**src/design/dppa_pkg.sv**
```systemverilog
// Function
// - Reset clears registers, all port lines inputs.
// - Two independent sides, each with full register set.
// - Control bit 2 picks output or direction register.
// - Direction bit one means output, zero input.
// - Write latched in phase, committed after falling edge.
// - Strobe A edge always sets control A bit 7.
// - Control A bit 1 picks strobe A edge.
// - Control line input edge sets flag bit 6.
// - Pulse mode: control line A pulses per selection.
// - Handshake A: port A read drives line low.
// - Handshake A: strobe A edge returns line high.
// - Manual mode: control line follows bit 3.
// - Strobe B mirrors strobe A, sets bit 7.
// - Control line B input mirrors side A.
// - Pulse mode B: pulse on output register write.
// - Handshake B paces outbound data transfers.
// - Each side has open-drain active-low interrupt output.
// - Side A interrupt gated by bits 0 and 3.
// - Port A data read clears flags 6 and 7.
// - Side B interrupt and flag clear mirror A.
// - Flag bits readable in control registers.
// - Select codes map data/direction and control registers.
// - Transfers only when device selected.
package dppa_pkg;
  localparam int DW = 8;
  // Control register field positions.
  localparam int CTL_STR_EN = 0;
  localparam int CTL_STR_EDGE = 1;
  localparam int CTL_DATA_SEL = 2;
  localparam int CTL_CL_B3 = 3;
  localparam int CTL_CL_B4 = 4;
  localparam int CTL_CL_DIR = 5;
  localparam int CTL_FLAG_CL = 6;
  localparam int CTL_FLAG_STR = 7;
  // Register select codes.
  localparam logic [1:0] RS_A_DATA = 2'h0;
  localparam logic [1:0] RS_A_CTL = 2'h1;
  localparam logic [1:0] RS_B_DATA = 2'h2;
  localparam logic [1:0] RS_B_CTL = 2'h3;
  // Reset values.
  localparam logic [7:0] RST_REG = 8'h00;
  localparam logic [5:0] RST_CTL = 6'h00;
endpackage

```
**src/design/dppa_top.sv**
```systemverilog
`timescale 1ns/1ps
module dppa_top
  import dppa_pkg::*;
(
  input wire logic clk,
  input wire logic rstn,
  input wire logic bus_phase_clock,
  input wire logic chip_sel_high_a,
  input wire logic chip_sel_high_b,
  input wire logic chip_sel_low_n,
  input wire logic read_not_write,
  input wire logic reg_sel_low,
  input wire logic reg_sel_high,
  input wire logic [7:0] data_in,
  output logic [7:0] data_out,
  output logic data_oe_n,
  input wire logic [7:0] port_a_lines_in,
  output logic [7:0] port_a_lines_out,
  output logic [7:0] port_a_lines_oe_n,
  input wire logic [7:0] port_b_lines_in,
  output logic [7:0] port_b_lines_out,
  output logic [7:0] port_b_lines_oe_n,
  input wire logic port_a_strobe_in,
  input wire logic port_b_strobe_in,
  input wire logic port_a_control_line_in,
  output logic port_a_control_line_out,
  output logic port_a_control_line_oe_n,
  input wire logic port_b_control_line_in,
  output logic port_b_control_line_out,
  output logic port_b_control_line_oe_n,
  output logic side_a_irq_n_out,
  output logic side_a_irq_oe_n,
  output logic side_b_irq_n_out,
  output logic side_b_irq_oe_n
);
  // ****************************************
  // Reset release and input synchronisers
  // ****************************************
  logic [1:0] rst_pipe_r;
  logic rst_n_s;

  // Reset asserts at once but leaves only on a clock edge.
  always_ff @(posedge clk or negedge rstn) begin
    if (!rstn) begin
      rst_pipe_r <= 2'h0;
    end else begin
      rst_pipe_r <= {rst_pipe_r[0], 1'b1};
    end
  end
  assign rst_n_s = rst_pipe_r[1];

  logic [14:0] bus_raw;
  logic [14:0] bus_s;
  logic [14:0] bus_fall;
  logic [15:0] pins_s;
  logic [3:0] ctl_raw;
  logic [3:0] ctl_rise;
  logic [3:0] ctl_fall;

  // All bus pins share one delay so they stay aligned to the phase clock.
  assign bus_raw = {bus_phase_clock, chip_sel_high_a, chip_sel_high_b,
                    chip_sel_low_n, read_not_write, reg_sel_high,
                    reg_sel_low, data_in};
  assign ctl_raw = {port_b_control_line_in, port_a_control_line_in,
                    port_b_strobe_in, port_a_strobe_in};

  dppa_sync #(.W(15)) u_bus_sync (
    .clk(clk),
    .rst_n(rst_n_s),
    .d(bus_raw),
    .q(bus_s),
    .rise(),
    .fall(bus_fall)
  );

  dppa_sync #(.W(16)) u_pin_sync (
    .clk(clk),
    .rst_n(rst_n_s),
    .d({port_b_lines_in, port_a_lines_in}),
    .q(pins_s),
    .rise(),
    .fall()
  );

  dppa_sync #(.W(4)) u_ctl_sync (
    .clk(clk),
    .rst_n(rst_n_s),
    .d(ctl_raw),
    .q(),
    .rise(ctl_rise),
    .fall(ctl_fall)
  );

  logic phase_s;
  logic phase_fall;
  logic sel_s;
  logic rd_s;
  logic [1:0] rs_s;
  logic [7:0] dbus_s;

  assign phase_s = bus_s[14];
  assign phase_fall = bus_fall[14];
  assign sel_s = bus_s[13] & bus_s[12] & ~bus_s[11];
  assign rd_s = bus_s[10];
  assign rs_s = bus_s[9:8];
  assign dbus_s = bus_s[7:0];

  // ****************************************
  // Bus cycle latch and commit decode
  // ****************************************
  logic [7:0] hold_r;
  logic acc_sel_r;
  logic acc_rd_r;
  logic [1:0] acc_rs_r;

  // Holding latch tracks the bus while the phase clock is high.
  always_ff @(posedge clk or negedge rst_n_s) begin
    if (!rst_n_s) begin
      hold_r <= RST_REG;
      acc_sel_r <= 1'b0;
      acc_rd_r <= 1'b0;
      acc_rs_r <= 2'h0;
    end else if (phase_s) begin
      hold_r <= dbus_s;
      acc_sel_r <= sel_s;
      acc_rd_r <= rd_s;
      acc_rs_r <= rs_s;
    end
  end

  logic [5:0] ctl_r [0:1];
  logic [7:0] dir_r [0:1];
  logic [7:0] out_r [0:1];
  logic [1:0] flag_str_r;
  logic [1:0] flag_cl_r;
  logic [1:0] cl_out_r;
  logic commit;
  logic acc_side;
  logic acc_data;
  logic [1:0] wr_ctl;
  logic [1:0] wr_dir;
  logic [1:0] wr_out;
  logic [1:0] rd_data;

  // Select code picks side and register; commit on phase fall.
  assign commit = phase_fall & acc_sel_r;
  assign acc_side = acc_rs_r[1];
  assign acc_data = ~acc_rs_r[0];
  always_comb begin
    for (int s = 0; s < 2; s++) begin
      wr_ctl[s] = commit & ~acc_rd_r & (acc_side == s[0]) & ~acc_data;
      // Bit 2 steers data versus direction.
      wr_dir[s] = commit & ~acc_rd_r & (acc_side == s[0]) & acc_data
                  & ~ctl_r[s][CTL_DATA_SEL];
      wr_out[s] = commit & ~acc_rd_r & (acc_side == s[0]) & acc_data
                  & ctl_r[s][CTL_DATA_SEL];
      rd_data[s] = commit & acc_rd_r & (acc_side == s[0]) & acc_data
                   & ctl_r[s][CTL_DATA_SEL];
    end
  end

  // ****************************************
  // Register file, one set per side
  // ****************************************
  // Reset clears everything; sides kept apart.
  always_ff @(posedge clk or negedge rst_n_s) begin
    if (!rst_n_s) begin
      for (int s = 0; s < 2; s++) begin
        ctl_r[s] <= RST_CTL;
        dir_r[s] <= RST_REG;
        out_r[s] <= RST_REG;
      end
    end else begin
      for (int s = 0; s < 2; s++) begin
        // Commit the held byte after the falling edge.
        if (wr_ctl[s]) begin
          ctl_r[s] <= hold_r[5:0];
        end
        if (wr_dir[s]) begin
          dir_r[s] <= hold_r;
        end
        if (wr_out[s]) begin
          out_r[s] <= hold_r;
        end
      end
    end
  end

  // ****************************************
  // Interrupt flags
  // ****************************************
  logic [1:0] str_edge;
  logic [1:0] cl_edge;

  // Strobe edge choice; control line edge choice.
  always_comb begin
    for (int s = 0; s < 2; s++) begin
      str_edge[s] = ctl_r[s][CTL_STR_EDGE] ? ctl_rise[s] : ctl_fall[s];
      cl_edge[s] = ctl_r[s][CTL_CL_B4] ? ctl_rise[s+2] : ctl_fall[s+2];
    end
  end

  // A new edge in the clearing cycle wins, so no event is lost.
  always_ff @(posedge clk or negedge rst_n_s) begin
    if (!rst_n_s) begin
      flag_str_r <= 2'h0;
      flag_cl_r <= 2'h0;
    end else begin
      for (int s = 0; s < 2; s++) begin
        // Strobe edge sets bit 7 regardless of enables.
        if (str_edge[s]) begin
          flag_str_r[s] <= 1'b1;
        end else if (rd_data[s]) begin
          flag_str_r[s] <= 1'b0;
        end
        // Input mode edge sets bit 6.
        if (cl_edge[s] & ~ctl_r[s][CTL_CL_DIR]) begin
          flag_cl_r[s] <= 1'b1;
        end else if (rd_data[s]) begin
          flag_cl_r[s] <= 1'b0;
        end
      end
    end
  end

  logic [1:0] irq_req;
  logic [1:0] irq_oe_n_r;

  // Each flag gated by its own enable bit.
  assign irq_req[0] = (flag_str_r[0] & ctl_r[0][CTL_STR_EN])
                    | (flag_cl_r[0] & ctl_r[0][CTL_CL_B3]);
  assign irq_req[1] = (flag_str_r[1] & ctl_r[1][CTL_STR_EN])
                    | (flag_cl_r[1] & ctl_r[1][CTL_CL_B3]);

  // Open drain: pull low only, otherwise release the wire.
  always_ff @(posedge clk or negedge rst_n_s) begin
    if (!rst_n_s) begin
      irq_oe_n_r <= 2'h3;
    end else begin
      irq_oe_n_r <= ~irq_req;
    end
  end

  // ****************************************
  // Control line output modes
  // ****************************************
  logic [1:0] cl_trig;

  // Side A pulses on any selection; side B on output write.
  // Side A handshake triggers on data read; side B on write.
  always_comb begin
    cl_trig[0] = ctl_r[0][CTL_CL_B3] ? commit : rd_data[0];
    cl_trig[1] = wr_out[1];
  end

  // A trigger that meets a strobe edge in one cycle drives the line low.
  always_ff @(posedge clk or negedge rst_n_s) begin
    if (!rst_n_s) begin
      cl_out_r <= 2'h3;
    end else begin
      for (int s = 0; s < 2; s++) begin
        if (!ctl_r[s][CTL_CL_DIR]) begin
          cl_out_r[s] <= 1'b1;
        end else if (ctl_r[s][CTL_CL_B4]) begin
          cl_out_r[s] <= ctl_r[s][CTL_CL_B3];
        end else if (cl_trig[s]) begin
          cl_out_r[s] <= 1'b0;
        // Pulse ends at the next phase fall.
        end else if (ctl_r[s][CTL_CL_B3]) begin
          if (phase_fall) begin
            cl_out_r[s] <= 1'b1;
          end
        // Handshake mode; strobe edge returns line high.
        end else if (str_edge[s]) begin
          cl_out_r[s] <= 1'b1;
        end
      end
    end
  end

  // ****************************************
  // Pin drivers and read data
  // ****************************************
  logic [7:0] line_oe_n_r [0:1];
  logic [1:0] cl_oe_n_r;

  // One direction bit per line; enables lag the register by a cycle.
  always_ff @(posedge clk or negedge rst_n_s) begin
    if (!rst_n_s) begin
      line_oe_n_r[0] <= 8'hFF;
      line_oe_n_r[1] <= 8'hFF;
      cl_oe_n_r <= 2'h3;
    end else begin
      line_oe_n_r[0] <= ~dir_r[0];
      line_oe_n_r[1] <= ~dir_r[1];
      cl_oe_n_r <= {~ctl_r[1][CTL_CL_DIR], ~ctl_r[0][CTL_CL_DIR]};
    end
  end

  logic [7:0] rd_mux;
  logic [7:0] data_out_r;
  logic data_oe_n_r;

  // Control reads carry both flags; B outputs read from the latch.
  always_comb begin
    unique case (rs_s)
      RS_A_DATA: rd_mux = ctl_r[0][CTL_DATA_SEL] ? pins_s[7:0] : dir_r[0];
      RS_A_CTL: rd_mux = {flag_str_r[0], flag_cl_r[0], ctl_r[0]};
      RS_B_DATA: rd_mux = ctl_r[1][CTL_DATA_SEL]
                 ? ((out_r[1] & dir_r[1]) | (pins_s[15:8] & ~dir_r[1]))
                 : dir_r[1];
      RS_B_CTL: rd_mux = {flag_str_r[1], flag_cl_r[1], ctl_r[1]};
    endcase
  end

  // The data bus is driven only in a selected read phase.
  always_ff @(posedge clk or negedge rst_n_s) begin
    if (!rst_n_s) begin
      data_out_r <= RST_REG;
      data_oe_n_r <= 1'b1;
    end else begin
      data_out_r <= rd_mux;
      data_oe_n_r <= ~(phase_s & sel_s & rd_s);
    end
  end

  assign data_out = data_out_r;
  assign data_oe_n = data_oe_n_r;
  assign port_a_lines_out = out_r[0];
  assign port_b_lines_out = out_r[1];
  assign port_a_lines_oe_n = line_oe_n_r[0];
  assign port_b_lines_oe_n = line_oe_n_r[1];
  assign port_a_control_line_out = cl_out_r[0];
  assign port_b_control_line_out = cl_out_r[1];
  assign port_a_control_line_oe_n = cl_oe_n_r[0];
  assign port_b_control_line_oe_n = cl_oe_n_r[1];
  // The open-drain data level is a constant low flip-flop output.
  logic irq_low_r;
  always_ff @(posedge clk or negedge rst_n_s) begin
    if (!rst_n_s) begin
      irq_low_r <= 1'b0;
    end else begin
      irq_low_r <= 1'b0;
    end
  end
  assign side_a_irq_n_out = irq_low_r;
  assign side_b_irq_n_out = irq_low_r;
  assign side_a_irq_oe_n = irq_oe_n_r[0];
  assign side_b_irq_oe_n = irq_oe_n_r[1];
endmodule // dppa_top

```
**src/design/dppa_sync.sv**
```systemverilog
`timescale 1ns/1ps
// ****************************************
// Two-stage synchroniser with edge detect
// ****************************************
module dppa_sync
  import dppa_pkg::*;
#(
  parameter int W = 1
) (
  input wire logic clk,
  input wire logic rst_n,
  input wire logic [W-1:0] d,
  output logic [W-1:0] q,
  output logic [W-1:0] rise,
  output logic [W-1:0] fall
);
  logic [W-1:0] meta_r;
  logic [W-1:0] sync_r;
  logic [W-1:0] prev_r;
  logic [2:0] arm_r;

  // The first stage feeds only the second, so metastability stays put.
  always_ff @(posedge clk or negedge rst_n) begin
    if (!rst_n) begin
      meta_r <= '0;
      sync_r <= '0;
      prev_r <= '0;
    end else begin
      meta_r <= d;
      sync_r <= meta_r;
      prev_r <= sync_r;
    end
  end

  // Edges stay masked until prev_r holds a real sample, so that a pin
  // idling high is not taken for a rising edge just after reset.
  // An edge in the first cycle after reset is lost.
  always_ff @(posedge clk or negedge rst_n) begin
    if (!rst_n) begin
      arm_r <= 3'h0;
    end else begin
      arm_r <= {arm_r[1:0], 1'b1};
    end
  end

  // Edges are judged on settled samples only.
  assign q = sync_r;
  assign rise = sync_r & ~prev_r & {W{arm_r[2]}};
  assign fall = ~sync_r & prev_r & {W{arm_r[2]}};
endmodule // dppa_sync

```
**config.mk**
```make
export PLATFORM = sky130hd
export DESIGN_NAME = dppa_top
export DESIGN_NICKNAME = d
export VERILOG_FILES = /design/src/design/dppa_pkg.sv /design/src/design/dppa_top.sv /design/src/design/dppa_sync.sv
export SDC_FILE = /design/constraint.sdc
export NUM_CORES = 1
export LEC_CHECK = 0
export BUFFER_PORTS_ARGS = -buffer_cell sky130_fd_sc_hd__buf_2
export CAP_MARGIN = 20
export CELL_PAD_IN_SITES_DETAIL_PLACEMENT = 1
export CELL_PAD_IN_SITES_GLOBAL_PLACEMENT = 1
export CORE_ASPECT_RATIO = 1.25
export CORE_MARGIN = 4
export CORE_UTILIZATION = 47
export CTS_CLUSTER_DIAMETER = 80
export DETAILED_ROUTE_END_ITERATION = 12
export HOLD_SLACK_MARGIN = 0.08
export PLACE_DENSITY = 0.81
export SKIP_LAST_GASP = 1
export SLEW_MARGIN = 20
export SYNTH_ARGS = -nofsm -noshare
export SYNTH_HDL_FRONTEND = slang
export SYNTH_SLANG_ARGS = --single-unit
```
**constraint.sdc**
```tcl
create_clock -name clk -period 5.7 [get_ports clk]
set_clock_uncertainty 0.2 [all_clocks]
set_input_delay 0.285 -clock clk [delete_from_list [all_inputs] [get_ports clk]]
set_output_delay 0.285 -clock clk [all_outputs]
set_load 0.05 [all_outputs]
```
==> results.md <==
* Via count at 3465
* Num CTS Buffers at 17
* Most frequent cells in the layout: dfrtp_1, buf_2, mux2_2
* Maximum number of pins on one net before global-route repair at 73
* IO Count at 86
* Post-CTS Setup Bufs at 0
* Drt wl/cell at 21.4 um
* Initial antenna violation count at 0
* Share of post-route cells with drive strength above 1 at 0.404
* Met3 Resource Use GR at 0.0573
* Rows at 45
* CTS root buf: clkbuf_16
* Via/cell ratio at 5.13
* Chip height at 132 um
* Initial DRC Count at 180
* Setup-failing EPs final at 0
* Clock latency on the worst-skew pair at 0.42 ns
* Total routed wirelength at 14400 um
* GR Util met1 at 0.260
* Switch share at 0.230
* First-pass GRT wire length at 23100 um
* CTS tree: yes
* CP Capture Type: register
* Maximum clock insertion buffer count at 2
* P per Cell Area at 379 mW/mm2
* VDD IR max at 0.215 mV
* Fillers at 1164
* Hpwl dp at 8650 um
* Unrepaired setup endpoints after global routing: no
* Max-Cap Viols at 0
* Clock power share at 0.453
* R2R Path Start: ctl_r[2]
* GRT Residual Overflow at 0
* Sum Neg Setup Slack at 0 ns
* Synthesized area at 0.00580 mm2
* Clock sinks at 171
* Type of the worst min-delay path: register to asynchronous set/reset pin
* Max frequency at 408 MHz
* Most common cell after layout, fill and taps aside: dfrtp_1
* Flops & latches, synth at 171
* Mean area per synthesized cell at 15.9 um2
* Unique masters post-synth at 38
* Die area at 0.0142 mm2
* Syn Inst Count at 364
* Post-route ant nets at 0
* Sequential power share at 0.477
* Remaining DRCs at 0
* Internal at 2.17 mW
* Final period util at 0.430
* CTS resizes at 0
* Number of antenna diodes at 0
* Power, Total at 2.82 mW
* Crit Path Class: register to register
* Fin area at 0.00743 mm2
* Lkg Pwr at 3.46 nW
* Worst R2R Path Depth at 3
* Synth Flop Type: dfrtp_1
* Std-Cell Core Area at 0.0121 mm2
* Worst R2R Setup Slack at 3.25 ns
* Part of the power in combinational logic at 0.070
* Final net count at 536
* Final hold vios at 0
* Initial Util at 0.479
* EDFF count, synth at 0
* Headroom to the max-slew limit at 0.414
* GP Congestion at 0.813
* Die width at 107 um
* R2R Path End: port_b_lines_out[4]
* Overall global routing resource usage at 0.222
* H-tree Lvls at 4
* CP startpoint: ctl_r[2]
* Syn. warnings at 0
* Area Growth Syn to Fin at 28.3%
* Crit path DAT at 2.56 ns
* DP Area at 0.00639 mm2
* Critical Path Source Type: register
* Critical Path RT at 5.81 ns
* Switching power at 0.646 mW
* Final core occ at 0.614
* Slew of the pin with the lowest slew margin at 0.878 ns
* Busiest grt layer: met2
* Run status: finished clean
* Max Slew Vio Count at 0
* Critical Path End: port_b_lines_out[4]
* M2 GR Usage at 0.382
* DRT Pass-1 Iters at 6
* Crit Path Max Fanout at 12
* Sequential-to-total area share from yosys stat at 0.743
* Crit path time final at 2.45 ns
* Asr flop ratio synth at 1.00
* Vias in the first global route at 3941
* Port Buffers at 83
* Clock transition at path regs at 0.06 ns
## per-layer routing
| metal | share of wire | wire (um) |
|---|---|---|
| met1 | 0.38 | 5550 |
| met2 | 0.55 | 7910 |
| met3 | 0.036 | 520 |
| met4 | 0.031 | 452 |
| met5 | 0 | 0 |
## kinds of logic (layout without fill, tap and decap cells)
logic type	after synthesis	count (layout)	synth area share
other	2	4	0.00130
flip-flops	171	171	0.743
AO/OA/AOI/OAI	40	40	0.0427
buffers and inverters	33	179	0.0242
multiplexers	63	63	0.141
AND/OR/NAND/NOR	55	55	0.0477
## cell usage after synthesis, types with 2 or more instances
library cell	count	share of area
dfrtp_1	148	0.64
mux2_2	46	0.089
o21ai_0	27	0.023
nand2_1	26	0.017
dfstp_2	23	0.10
inv_1	21	0.014
nor2_1	10	0.0065
mux2_4	8	0.021
mux4_2	7	0.027
nand3_1	6	0.0052
clkbuf_1	5	0.0032
a22oi_1	3	0.0039
a32o_1	3	0.0052
a32oi_1	2	0.0030
buf_4	2	0.0026
conb_1	2	0.0013
inv_2	2	0.0013
mux2i_1	2	0.0035
nand3b_1	2	0.0026
## how the worst min path moves through the flow
stage | from | end | cells after the start
after floorplan | rstn | rst_pipe_r[0] | 0
after global placement | rstn | rst_pipe_r[0] | 1
after detailed placement | rstn | rst_pipe_r[0] | 1
after CTS | rst_pipe_r[1] | port_b_lines_oe_n[0] | 0
after global routing | rst_pipe_r[1] | port_b_lines_oe_n[0] | 0
final | rst_pipe_r[1] | port_b_lines_oe_n[0] | 0
## worst max-delay path, cell delays in order (launching register included)
cell and delay, ns:
dfrtp_1 0.63, inv_2 0.21, or4_1 0.88, mux2_4 0.41
## layout make-up
| type | instances | area (um2) | area share |
|---|---|---|---|
| clock buffer | 21 | 470 | 0.0633 |
| clock inverter | 11 | 190 | 0.0256 |
| inverter | 23 | 86.3 | 0.0116 |
| multi-input combinational | 162 | 1360 | 0.182 |
| sequential | 171 | 4310 | 0.580 |
| tap | 164 | 205 | 0.0276 |
| timing repair buffer | 124 | 816 | 0.110 |
## through the flow
stage	std cells	hold WS, ns	setup slack, ns
detailed placement	605	-0.128	3.29
global placement	605	-0.129	3.42
global route	676	0.132	3.20
finish	676	0.121	3.25
floorplan	366	-0.211	0.423
CTS	676	0.130	3.25
## registers in the layout (all words and copies together) (netlist names), 2 cells and up
| signal | cells |
|---|---|
| port_b_lines_oe_n | 8 |
| cl_out_r | 2 |
| acc_rs_r | 2 |
| ctl_r | 12 |
| port_a_lines_out | 8 |
| rst_pipe_r | 2 |
| u_ctl_sync.meta_r | 4 |
| port_b_lines_out | 8 |
| u_ctl_sync.q | 4 |
| flag_str_r | 2 |
| u_bus_sync.q | 15 |
| u_pin_sync.q | 16 |
| dir_r | 16 |
| hold_r | 8 |
| u_pin_sync.meta_r | 16 |
| irq_oe_n_r | 2 |
| u_ctl_sync.prev_r | 4 |
| port_a_lines_oe_n | 8 |
| cl_oe_n_r | 2 |
| u_ctl_sync.arm_r | 2 |
| data_out | 8 |
| flag_cl_r | 2 |
| u_bus_sync.meta_r | 15 |
## what timing repair did
item,4_1_cts,5_1_grt
endpoints found under the setup margin,0,0
hold endpoints to repair,39,0
hold buffers,39,0
## power by group through the flow
stage,registers (mW),logic [mW],clock network [mW]
6_report,1.34,0.197,1.28
3_3_place_gp,1.36,0.164,0
3_5_place_dp,1.36,0.170,0
5_1_grt,1.35,0.213,1.35
2_1_floorplan,1.41,0.0593,0
4_1_cts,1.34,0.198,1.29
(Power assumes the default switching activity.)
